`src/common/sos_map.svh`:
```
// Selection codes, register offsets and reset values for the status output selector
`ifndef SOS_MAP_SVH
`define SOS_MAP_SVH
`define SOS_CODE_TIMER 6'h1E
`define SOS_CODE_AIN_WINDOW 6'h1F
`define SOS_CODE_STOPPED 6'h20
`define SOS_CODE_REVERSE 6'h21
`define SOS_CODE_HEATSINK 6'h23
`define SOS_CODE_LOW_FREQ 6'h25
`define SOS_CODE_ALARM_CONT 6'h26
`define SOS_CODE_RUN_TIME 6'h28
`define SOS_OFS_SELECT 4'h0
`define SOS_OFS_TIMER_CTRL 4'h1
`define SOS_OFS_TIMER_DUR 4'h2
`define SOS_OFS_AIN_UPPER 4'h3
`define SOS_OFS_AIN_LOWER 4'h4
`define SOS_OFS_TEMP_THR 4'h5
`define SOS_OFS_LOW_FREQ 4'h6
`define SOS_OFS_RUN_THR 4'h7
`define SOS_OFS_STATUS 4'h8
`define SOS_RST_SELECT 6'h00
`define SOS_RST_WORD 16'h0000
`define SOS_RST_UPPER 16'hFFFF
`endif

```
`src/common/sos_pkg.sv`:
```
// Types shared by the status output selector files
package sos_pkg;
    typedef struct packed {
        logic [15:0] ain;
        logic [15:0] temp;
        logic [15:0] freq;
        logic [15:0] cur_run_time;
        logic [15:0] tot_run_time;
        logic stopped;
        logic reverse;
        logic fault;
        logic fault_continue;
    } sos_drive_s;
    typedef struct packed {
        logic [3:0] addr;
        logic [15:0] wdata;
        logic wr;
        logic rd;
    } sos_bus_s;
endpackage : sos_pkg

```
`src/hdl/sos_cfg_reg.sv`:
```
// One configuration word register with reset value and address match
`timescale 1ns/1ps
`include "sos_map.svh"
module sos_cfg_reg #(
    parameter int W = 16,
    parameter logic [3:0] OFS = 4'h0,
    parameter logic [W-1:0] RST = '0
) (
    input wire logic mclk_in,
    input wire logic rst_n_in,
    input wire sos_pkg::sos_bus_s bus_in,
    output logic [W-1:0] value_out
);
    logic [W-1:0] value_reg;
    logic [W-1:0] value_next;

    always_comb begin
        value_next = value_reg;
        if (bus_in.wr && bus_in.addr == OFS) begin
            value_next = bus_in.wdata[W-1:0];
        end
    end

    always_ff @(posedge mclk_in or negedge rst_n_in) begin
        if (!rst_n_in) begin
            value_reg <= RST;
        end else begin
            value_reg <= value_next;
        end
    end

    assign value_out = value_reg;
endmodule : sos_cfg_reg

```
`src/hdl/sos_cond_eval.sv`:
```
// Evaluates the one condition chosen by select_in from live drive quantities
`timescale 1ns/1ps
`include "sos_map.svh"
module sos_cond_eval (
    input wire sos_pkg::sos_drive_s drive_in,
    input wire logic timer_en_in,
    input wire logic [15:0] timer_dur_in,
    input wire logic [15:0] ain_upper_in,
    input wire logic [15:0] ain_lower_in,
    input wire logic [15:0] temp_thr_in,
    input wire logic [15:0] low_freq_in,
    input wire logic [15:0] run_thr_in,
    input wire logic [5:0] select_in,
    output logic cond_out
);
    always_comb begin
        unique case (select_in)
            `SOS_CODE_TIMER: cond_out = timer_en_in && drive_in.cur_run_time >= timer_dur_in; // [RL1]
            `SOS_CODE_AIN_WINDOW: cond_out = drive_in.ain > ain_upper_in || drive_in.ain < ain_lower_in; // [RL2]
            `SOS_CODE_STOPPED: cond_out = drive_in.stopped; // [RL3]
            `SOS_CODE_REVERSE: cond_out = drive_in.reverse && !drive_in.stopped; // [RL4]
            `SOS_CODE_HEATSINK: cond_out = drive_in.temp >= temp_thr_in; // [RL5]
            `SOS_CODE_LOW_FREQ: cond_out = drive_in.freq <= low_freq_in; // [RL6]
            `SOS_CODE_ALARM_CONT: cond_out = drive_in.fault && drive_in.fault_continue; // [RL7]
            `SOS_CODE_RUN_TIME: cond_out = drive_in.tot_run_time > run_thr_in; // [RL8]
            // Unsupported codes never assert the terminal
            default: cond_out = 1'b0; // [RL9]
        endcase
    end
endmodule : sos_cond_eval

```
`src/hdl/sos_status_output_selector.sv`:
```
// Multifunction output terminal selector with register port
//
// The implementer's own choices: the register offsets and strobed register access.
`timescale 1ns/1ps
`include "sos_map.svh"
// Contract
// RL1 - Code 30 with timer enabled: on once current run time reaches duration.
// RL2 - Code 31: on when analog input above upper or below lower limit.
// RL3 - Code 32: on while drive is stopped.
// RL4 - Code 33: on while drive runs in reverse.
// RL5 - Code 35: on when heatsink temperature reaches module threshold.
// RL6 - Code 37: on when running frequency reaches lower limit frequency.
// RL7 - Code 38: on when drive faulted and fault handling continues running.
// RL8 - Code 40: on once total running time exceeds threshold.
// RL9 - One code per terminal; output follows only that condition, else off.
module sos_status_output_selector (
    input wire logic mclk_in,
    input wire logic rst_n_in,
    input wire logic [3:0] addr_in,
    input wire logic [15:0] wdata_in,
    input wire logic wr_in,
    input wire logic rd_in,
    output logic [15:0] rdata_out,
    input wire logic [15:0] analog_input_one_in,
    input wire logic [15:0] heatsink_temp_monitor_in,
    input wire logic [15:0] run_freq_in,
    input wire logic [15:0] cur_run_time_in,
    input wire logic [15:0] tot_run_time_in,
    input wire logic stopped_in,
    input wire logic reverse_in,
    input wire logic fault_in,
    input wire logic fault_continue_in,
    output logic terminal_out
);
    sos_pkg::sos_bus_s bus;
    sos_pkg::sos_drive_s drive;
    logic [15:0] select_word;
    logic [15:0] timer_ctrl;
    logic [15:0] timer_dur;
    logic [15:0] analog_upper_protect_limit;
    logic [15:0] analog_lower_protect_limit;
    logic [15:0] module_temp_threshold;
    logic [15:0] low_freq;
    logic [15:0] run_time_threshold;
    logic cond;
    logic terminal_reg;
    logic terminal_next;
    logic [15:0] rdata_reg;
    logic [15:0] rdata_next;

    assign bus = '{addr: addr_in, wdata: wdata_in, wr: wr_in, rd: rd_in};
    assign drive = '{ain: analog_input_one_in, temp: heatsink_temp_monitor_in, freq: run_freq_in,
                     cur_run_time: cur_run_time_in, tot_run_time: tot_run_time_in,
                     stopped: stopped_in, reverse: reverse_in, fault: fault_in,
                     fault_continue: fault_continue_in};

    sos_cfg_reg #(.W(16), .OFS(`SOS_OFS_SELECT), .RST({10'h000, `SOS_RST_SELECT})) u_select (
        .mclk_in(mclk_in),
        .rst_n_in(rst_n_in),
        .bus_in(bus),
        .value_out(select_word)
    );
    sos_cfg_reg #(.W(16), .OFS(`SOS_OFS_TIMER_CTRL), .RST(`SOS_RST_WORD)) u_timer_ctrl (
        .mclk_in(mclk_in),
        .rst_n_in(rst_n_in),
        .bus_in(bus),
        .value_out(timer_ctrl)
    );
    sos_cfg_reg #(.W(16), .OFS(`SOS_OFS_TIMER_DUR), .RST(`SOS_RST_WORD)) u_timer_dur (
        .mclk_in(mclk_in),
        .rst_n_in(rst_n_in),
        .bus_in(bus),
        .value_out(timer_dur)
    );
    // Upper limit resets high so the window does not fire before setup
    sos_cfg_reg #(.W(16), .OFS(`SOS_OFS_AIN_UPPER), .RST(`SOS_RST_UPPER)) u_ain_upper (
        .mclk_in(mclk_in),
        .rst_n_in(rst_n_in),
        .bus_in(bus),
        .value_out(analog_upper_protect_limit)
    );
    sos_cfg_reg #(.W(16), .OFS(`SOS_OFS_AIN_LOWER), .RST(`SOS_RST_WORD)) u_ain_lower (
        .mclk_in(mclk_in),
        .rst_n_in(rst_n_in),
        .bus_in(bus),
        .value_out(analog_lower_protect_limit)
    );
    sos_cfg_reg #(.W(16), .OFS(`SOS_OFS_TEMP_THR), .RST(`SOS_RST_UPPER)) u_temp_thr (
        .mclk_in(mclk_in),
        .rst_n_in(rst_n_in),
        .bus_in(bus),
        .value_out(module_temp_threshold)
    );
    sos_cfg_reg #(.W(16), .OFS(`SOS_OFS_LOW_FREQ), .RST(`SOS_RST_WORD)) u_low_freq (
        .mclk_in(mclk_in),
        .rst_n_in(rst_n_in),
        .bus_in(bus),
        .value_out(low_freq)
    );
    sos_cfg_reg #(.W(16), .OFS(`SOS_OFS_RUN_THR), .RST(`SOS_RST_UPPER)) u_run_thr (
        .mclk_in(mclk_in),
        .rst_n_in(rst_n_in),
        .bus_in(bus),
        .value_out(run_time_threshold)
    );

    sos_cond_eval u_eval (
        .drive_in(drive),
        .timer_en_in(timer_ctrl[0]),
        .timer_dur_in(timer_dur),
        .ain_upper_in(analog_upper_protect_limit),
        .ain_lower_in(analog_lower_protect_limit),
        .temp_thr_in(module_temp_threshold),
        .low_freq_in(low_freq),
        .run_thr_in(run_time_threshold),
        .select_in(select_word[5:0]),
        .cond_out(cond)
    );

    // Registered so the pin never glitches while the code changes
    always_comb begin
        terminal_next = cond; // [RL9]
    end

    always_comb begin
        rdata_next = 16'h0000;
        if (rd_in) begin
            unique case (addr_in)
                `SOS_OFS_SELECT: rdata_next = select_word;
                `SOS_OFS_TIMER_CTRL: rdata_next = timer_ctrl;
                `SOS_OFS_TIMER_DUR: rdata_next = timer_dur;
                `SOS_OFS_AIN_UPPER: rdata_next = analog_upper_protect_limit;
                `SOS_OFS_AIN_LOWER: rdata_next = analog_lower_protect_limit;
                `SOS_OFS_TEMP_THR: rdata_next = module_temp_threshold;
                `SOS_OFS_LOW_FREQ: rdata_next = low_freq;
                `SOS_OFS_RUN_THR: rdata_next = run_time_threshold;
                `SOS_OFS_STATUS: rdata_next = {14'h0000, cond, terminal_reg};
                default: rdata_next = 16'h0000;
            endcase
        end
    end

    always_ff @(posedge mclk_in or negedge rst_n_in) begin
        if (!rst_n_in) begin
            terminal_reg <= 1'b0;
            rdata_reg <= 16'h0000;
        end else begin
            terminal_reg <= terminal_next;
            rdata_reg <= rdata_next;
        end
    end

    assign terminal_out = terminal_reg;
    assign rdata_out = rdata_reg;

    property p_timer;
        @(posedge mclk_in) disable iff (!rst_n_in)
        (select_word[5:0] == `SOS_CODE_TIMER) |=>
        (terminal_out == ($past(timer_ctrl[0]) && $past(cur_run_time_in) >= $past(timer_dur)));
    endproperty
    a_timer: assert property (p_timer) else $error("timer code mismatch"); // [RL1]

    property p_timer_off;
        @(posedge mclk_in) disable iff (!rst_n_in)
        (select_word[5:0] == `SOS_CODE_TIMER && !timer_ctrl[0]) |=> !terminal_out;
    endproperty
    a_timer_off: assert property (p_timer_off) else $error("timer disabled but asserted"); // [RL1]

    property p_window;
        @(posedge mclk_in) disable iff (!rst_n_in)
        (select_word[5:0] == `SOS_CODE_AIN_WINDOW) |=>
        (terminal_out == ($past(analog_input_one_in) > $past(analog_upper_protect_limit)
         || $past(analog_input_one_in) < $past(analog_lower_protect_limit)));
    endproperty
    a_window: assert property (p_window) else $error("analog window mismatch"); // [RL2]

    property p_stopped;
        @(posedge mclk_in) disable iff (!rst_n_in)
        (select_word[5:0] == `SOS_CODE_STOPPED) |=> (terminal_out == $past(stopped_in));
    endproperty
    a_stopped: assert property (p_stopped) else $error("stopped code mismatch"); // [RL3]

    property p_reverse;
        @(posedge mclk_in) disable iff (!rst_n_in)
        (select_word[5:0] == `SOS_CODE_REVERSE) |=> (terminal_out == ($past(reverse_in) && !$past(stopped_in)));
    endproperty
    a_reverse: assert property (p_reverse) else $error("reverse code mismatch"); // [RL4]

    property p_heatsink;
        @(posedge mclk_in) disable iff (!rst_n_in)
        (select_word[5:0] == `SOS_CODE_HEATSINK) |=>
        (terminal_out == ($past(heatsink_temp_monitor_in) >= $past(module_temp_threshold)));
    endproperty
    a_heatsink: assert property (p_heatsink) else $error("heatsink code mismatch"); // [RL5]

    property p_low_freq;
        @(posedge mclk_in) disable iff (!rst_n_in)
        (select_word[5:0] == `SOS_CODE_LOW_FREQ) |=> (terminal_out == ($past(run_freq_in) <= $past(low_freq)));
    endproperty
    a_low_freq: assert property (p_low_freq) else $error("lower frequency code mismatch"); // [RL6]

    property p_alarm;
        @(posedge mclk_in) disable iff (!rst_n_in)
        (select_word[5:0] == `SOS_CODE_ALARM_CONT) |=> (terminal_out == ($past(fault_in) && $past(fault_continue_in)));
    endproperty
    a_alarm: assert property (p_alarm) else $error("alarm code mismatch"); // [RL7]

    property p_run_time;
        @(posedge mclk_in) disable iff (!rst_n_in)
        (select_word[5:0] == `SOS_CODE_RUN_TIME) |=>
        (terminal_out == ($past(tot_run_time_in) > $past(run_time_threshold)));
    endproperty
    a_run_time: assert property (p_run_time) else $error("run time code mismatch"); // [RL8]

    property p_unsupported;
        @(posedge mclk_in) disable iff (!rst_n_in)
        (select_word[5:0] == `SOS_RST_SELECT) [*2] |-> !terminal_out;
    endproperty
    a_unsupported: assert property (p_unsupported) else $error("unsupported code asserted"); // [RL9]

    property p_other_codes;
        @(posedge mclk_in) disable iff (!rst_n_in)
        !(select_word[5:0] inside {`SOS_CODE_TIMER, `SOS_CODE_AIN_WINDOW, `SOS_CODE_STOPPED, `SOS_CODE_REVERSE,
          `SOS_CODE_HEATSINK, `SOS_CODE_LOW_FREQ, `SOS_CODE_ALARM_CONT, `SOS_CODE_RUN_TIME}) |=> !terminal_out;
    endproperty
    a_other_codes: assert property (p_other_codes) else $error("other code asserted terminal"); // [RL9]

    property p_rdata_idle;
        @(posedge mclk_in) disable iff (!rst_n_in)
        !rd_in |=> (rdata_out == 16'h0000);
    endproperty
    a_rdata_idle: assert property (p_rdata_idle) else $error("read data not cleared"); // [RL9]

    property p_rd_select;
        @(posedge mclk_in) disable iff (!rst_n_in)
        (rd_in && addr_in == `SOS_OFS_SELECT) |=> (rdata_out == $past(select_word));
    endproperty
    a_rd_select: assert property (p_rd_select) else $error("select readback mismatch"); // [RL9]

    property p_rd_status;
        @(posedge mclk_in) disable iff (!rst_n_in)
        (rd_in && addr_in == `SOS_OFS_STATUS) |=> (rdata_out[15:2] == 14'h0000 && rdata_out[0] == $past(terminal_out));
    endproperty
    a_rd_status: assert property (p_rd_status) else $error("status readback mismatch"); // [RL9]

    property p_rd_unmapped;
        @(posedge mclk_in) disable iff (!rst_n_in)
        (rd_in && addr_in > `SOS_OFS_STATUS) |=> (rdata_out == 16'h0000);
    endproperty
    a_rd_unmapped: assert property (p_rd_unmapped) else $error("unmapped read not zero"); // [RL9]

    property p_select_write;
        @(posedge mclk_in) disable iff (!rst_n_in)
        (wr_in && addr_in == `SOS_OFS_SELECT) |=> (select_word == $past(wdata_in));
    endproperty
    a_select_write: assert property (p_select_write) else $error("select write lost"); // [RL9]

    property p_select_hold;
        @(posedge mclk_in) disable iff (!rst_n_in)
        !(wr_in && addr_in == `SOS_OFS_SELECT) |=> $stable(select_word);
    endproperty
    a_select_hold: assert property (p_select_hold) else $error("select changed without write"); // [RL9]

    property p_cfg_hold;
        @(posedge mclk_in) disable iff (!rst_n_in)
        !wr_in |=> $stable({select_word, timer_ctrl, timer_dur, analog_upper_protect_limit,
                            analog_lower_protect_limit, module_temp_threshold, low_freq, run_time_threshold});
    endproperty
    a_cfg_hold: assert property (p_cfg_hold) else $error("configuration changed without write"); // [RL9]

    property p_timer_ctrl_write;
        @(posedge mclk_in) disable iff (!rst_n_in)
        (wr_in && addr_in == `SOS_OFS_TIMER_CTRL) |=> (timer_ctrl == $past(wdata_in));
    endproperty
    a_timer_ctrl_write: assert property (p_timer_ctrl_write) else $error("timer control write lost"); // [RL1]

    property p_timer_dur_write;
        @(posedge mclk_in) disable iff (!rst_n_in)
        (wr_in && addr_in == `SOS_OFS_TIMER_DUR) |=> (timer_dur == $past(wdata_in));
    endproperty
    a_timer_dur_write: assert property (p_timer_dur_write) else $error("timer duration write lost"); // [RL1]

    property p_upper_write;
        @(posedge mclk_in) disable iff (!rst_n_in)
        (wr_in && addr_in == `SOS_OFS_AIN_UPPER) |=> (analog_upper_protect_limit == $past(wdata_in));
    endproperty
    a_upper_write: assert property (p_upper_write) else $error("upper limit write lost"); // [RL2]

    property p_lower_write;
        @(posedge mclk_in) disable iff (!rst_n_in)
        (wr_in && addr_in == `SOS_OFS_AIN_LOWER) |=> (analog_lower_protect_limit == $past(wdata_in));
    endproperty
    a_lower_write: assert property (p_lower_write) else $error("lower limit write lost"); // [RL2]

    property p_temp_write;
        @(posedge mclk_in) disable iff (!rst_n_in)
        (wr_in && addr_in == `SOS_OFS_TEMP_THR) |=> (module_temp_threshold == $past(wdata_in));
    endproperty
    a_temp_write: assert property (p_temp_write) else $error("temperature threshold write lost"); // [RL5]

    property p_low_freq_write;
        @(posedge mclk_in) disable iff (!rst_n_in)
        (wr_in && addr_in == `SOS_OFS_LOW_FREQ) |=> (low_freq == $past(wdata_in));
    endproperty
    a_low_freq_write: assert property (p_low_freq_write) else $error("lower frequency write lost"); // [RL6]

    property p_run_thr_write;
        @(posedge mclk_in) disable iff (!rst_n_in)
        (wr_in && addr_in == `SOS_OFS_RUN_THR) |=> (run_time_threshold == $past(wdata_in));
    endproperty
    a_run_thr_write: assert property (p_run_thr_write) else $error("run time threshold write lost"); // [RL8]
endmodule : sos_status_output_selector

```
`config.mk`:
```
export PLATFORM = sky130hd
export DESIGN_NAME = sos_status_output_selector
export DESIGN_NICKNAME = d
export VERILOG_FILES = /design/src/common/sos_pkg.sv /design/src/hdl/sos_cfg_reg.sv /design/src/hdl/sos_cond_eval.sv /design/src/hdl/sos_status_output_selector.sv
export VERILOG_INCLUDE_DIRS = /design/src /design/src/common
export SDC_FILE = /design/constraint.sdc
export NUM_CORES = 1
export LEC_CHECK = 0
export BUFFER_PORTS_ARGS = -buffer_cell sky130_fd_sc_hd__buf_2
export CORE_ASPECT_RATIO = 1.5
export CORE_MARGIN = 8
export CORE_UTILIZATION = 50
export DETAILED_ROUTE_END_ITERATION = 12
export PLACE_DENSITY = 0.8
export RECOVER_POWER = 50
export SYNTH_ARGS = -nofsm -noshare
export SYNTH_HDL_FRONTEND = slang
export SYNTH_SLANG_ARGS = --single-unit
export TNS_END_PERCENT = 10
```
`constraint.sdc`:
```
create_clock -name mclk_in -period 2.59 [get_ports mclk_in]
set_input_delay 0.1295 -clock mclk_in [delete_from_list [all_inputs] [get_ports mclk_in]]
set_output_delay 0.1295 -clock mclk_in [all_outputs]
set_load 0.02 [all_outputs]
```
==> flow_metrics.tcl <==
set metrics [dict create \
    place.port_buffers 124 \
    worst_slack_ps 103 \
    floorplan.die_area_sq_mm 0.0218 \
    async_set_or_reset_register_ratio_after_synthesis 1.00 \
    worst_slew_margin_rel -0.283 \
    layout-area-overhead-vs-synth_pct 18.4 \
    holdPathStages 2 \
    synth.yosys.warnings 0 \
    worstPathRequired_ps 2880 \
    violations "max-capacitance violations, max-slew violations" \
    path_clk_slew_ps 60 \
    nNetsFinal 1126 \
    drive_gt1_frac 0.375 \
    cp_data_arrival_time_ps 2780 \
    fmax_ghz 0.402 \
    clk-insertion-delay-late_ps 430 \
    total_number_of_vias 7031 \
    power.static_leakage_nw 4.79 \
    fin_crit_sh 0.960 \
    crit_path_max_fanout 3 \
    fin_skew_ps 8.61 \
    finalCoreUtilization 0.596 \
    final_antenna_net_count 0 \
    power_mw 7.58 \
    fin_setup_tns_ps 0 \
    gp_routability_congestion 0.939 \
    count_of_flip_flops_with_a_built_in_enable_after_synthesis 0 \
    first_pass_grt_wire_length_mm 40.2 \
    final.hold.worst_slack_ps 101 \
    globalRoute.totalOverflow 0 \
    cp-start-kind "flop" \
    reg2regPathDepth 9 \
    placementRows 59 \
    avgSynthCellArea_sq_um 11.0 \
    synth_sequential_area_ratio 0.428 \
    vdd_ir_drop_max_v 0.000408 \
    synth.ff_latch_count 145 \
    final_count_of_hold_timing_violations 0 \
    cts.path.max_buffers 2 \
    max_cap_violations 1 \
    avgViaCountPerCell 6.12 \
    cts_tree "done" \
    fp.coreArea_sq_mm 0.0171 \
    worst_margin_slew_ps 1920 \
    placement_stage_worst_setup_slack_ps 45.6 \
    post-route-drc-count 0 \
    rsz_0062_raised_after_global_routing "false" \
    pin_count_of_the_biggest_net_entering_global_routing 75 \
    first_iter_violations 523 \
    filler_cells_inserted 1407 \
    cp_endpoint_kind "flop" \
    minimum_clock_period_after_layout_ps 2490 \
    aggregate_global_route_resource_usage 0.246 \
    die_y_um 177 \
    numClockSinks 145 \
    cts-buffers-inserted 17 \
    place_hpwl_mm 20.2 \
    critical_path_class "reg2reg" \
    outcome "finished with violations" \
    synth.cell_area_sq_mm 0.00862 \
    routed_wire_length_per_instance_um 23.0 \
    clk_root_buffer_cell "clkbuf_16" \
    yosys.cell_types.count 48 \
    vias_in_the_first_global_route 7501 \
    syn-num-nets 985 \
    finalSetupViolations 0 \
    most-common-layout-cells "129 x mux2_2, 106 x buf_2, 97 x dfrtp_1, 96 x inv_1, 91 x ha_1" \
    initial_utilization 0.503 \
    number_of_antenna_violations_at_the_first_check_in_global_routing 0 \
    hold_crit_class "in2reg" \
    cts.htree.levels 4 \
    post_detailed_routing_wire_length_mm 26.4 \
    cellPowerDensity_mw_per_mm2 742 \
    synth_flop_cell "dfrtp_1" \
    number_of_antenna_cells_inserted 0 \
    timing_max_transition_violations_final 74 \
    synthCells 782 \
    ios 125 \
    layout_commonest_cell "mux2_2" \
    floorplan_die_width_um 123 \
    detailedRoute.firstPassIterationCount 5 \
]
[worst max-delay path: stages (launching register included)]
cell and delay, ps:
dfstp_2 550, inv_2 50, ha_4 260, nand4_1 160, or4_4 550, o21ai_1 230, a31oi_4 70, nor4_1 190
o31a_2 240, a221oi_2 60
[repair_timing]
action,in CTS,in global routing
buffers inserted,0,0
endpoints found under the hold margin,47,0
setup endpoints to repair,0,2
hold buffers,1,0
gates resized for setup,0,11
[layer usage]
metal  vias up  GRT usage  routed length [um]
met4         0      0.221                2290
li1       3120          -                   -
met3       128     0.0431                1570
met2       338      0.414               13400
met1      3445      0.255                9180
met5         -          0                   0
[kinds of logic after synthesis]
group / after synthesis / share of synthesized area
AND/OR/NAND/NOR: 123 / 0.0763
buffers and inverters: 126 / 0.0567
multiplexers: 131 / 0.171
adder cells (fa/ha/maj): 95 / 0.138
AO/OA/AOI/OAI: 162 / 0.130
flip-flops: 145 / 0.428
[cells in the mapped netlist (4+ instances only)]
library cell  instances  area share
a21oi_1              35       0.020
a221oi_1              9      0.0091
a21o_1               12       0.010
ha_1                 95        0.14
dfrtp_1              97        0.28
nand2_1              43       0.019
a22oi_1              43       0.037
clkbuf_1             14      0.0061
buf_2                13      0.0075
nand2b_1              5      0.0036
a41oi_1               9      0.0091
a222oi_1              5      0.0058
nor2_1               22      0.0096
nand3_1               4      0.0023
dfstp_2              48        0.15
nor3_1                7      0.0041
nor2b_1               7      0.0051
and4_1                5      0.0051
o21ai_0              26       0.015
inv_1                99       0.043
nand4_1              10      0.0073
mux2_2              129        0.17
[where the power goes]
group | switching, mW | leakage, nW | internal [mW]
Sequential | 0.418 | 1.72 | 2.88
Combinational | 0.987 | 2.81 | 0.934
Clock | 0.948 | 0.263 | 1.41
Total | 2.35 | 4.79 | 5.22
[final cells by class]
class / instances / area [sq um] / area share
multi-input cells: 511 / 4510 / 0.442
clock buffers: 21 / 440 / 0.0431
clock inverters: 10 / 115 / 0.0113
flip-flops and latches: 145 / 3690 / 0.361
inverters: 99 / 372 / 0.0364
well taps: 213 / 267 / 0.0261
repair buffers: 149 / 815 / 0.0798
[registers in the layout, summed over array words and instances (netlist names)]
signal,flops
u_timer_ctrl.value_out,16
u_timer_dur.value_out,16
u_temp_thr.value_out,16
u_ain_upper.value_out,16
u_run_thr.value_out,16
u_select.value_out,16
rdata_out,16
u_low_freq.value_out,16
u_ain_lower.value_out,16
terminal_out,1
[through the flow]
stage | instance area, sq um | std cells
2_1_floorplan | 8620 | 782
5_1_grt | 10200 | 1148
6_report | 10200 | 1148
3_5_place_dp | 9600 | 1116
4_1_cts | 10200 | 1148
3_3_place_gp | 9600 | 1116
[worst paths after layout]
path | start | end | slack (ps)
worst max-delay path | u_ain_upper.value_out[9]$_DFFE_PN1P_ | rdata_out[1]$_DFF_PN0_ | 100
worst min-delay path | wdata_in[10] | u_timer_ctrl.value_out[10]$_DFFE_PN0P_ | 100
min in group asynchronous | rst_n_in | u_low_freq.value_out[5]$_DFFE_PN0P_ | 790
max in group asynchronous | rst_n_in | u_ain_upper.value_out[7]$_DFFE_PN1P_ | 350
worst min register to register | u_timer_dur.value_out[11]$_DFFE_PN0P_ | u_timer_dur.value_out[11]$_DFFE_PN0P_ | 510
worst max register to register | u_ain_upper.value_out[9]$_DFFE_PN1P_ | rdata_out[1]$_DFF_PN0_ | 100
(Power assumes the default switching activity.)
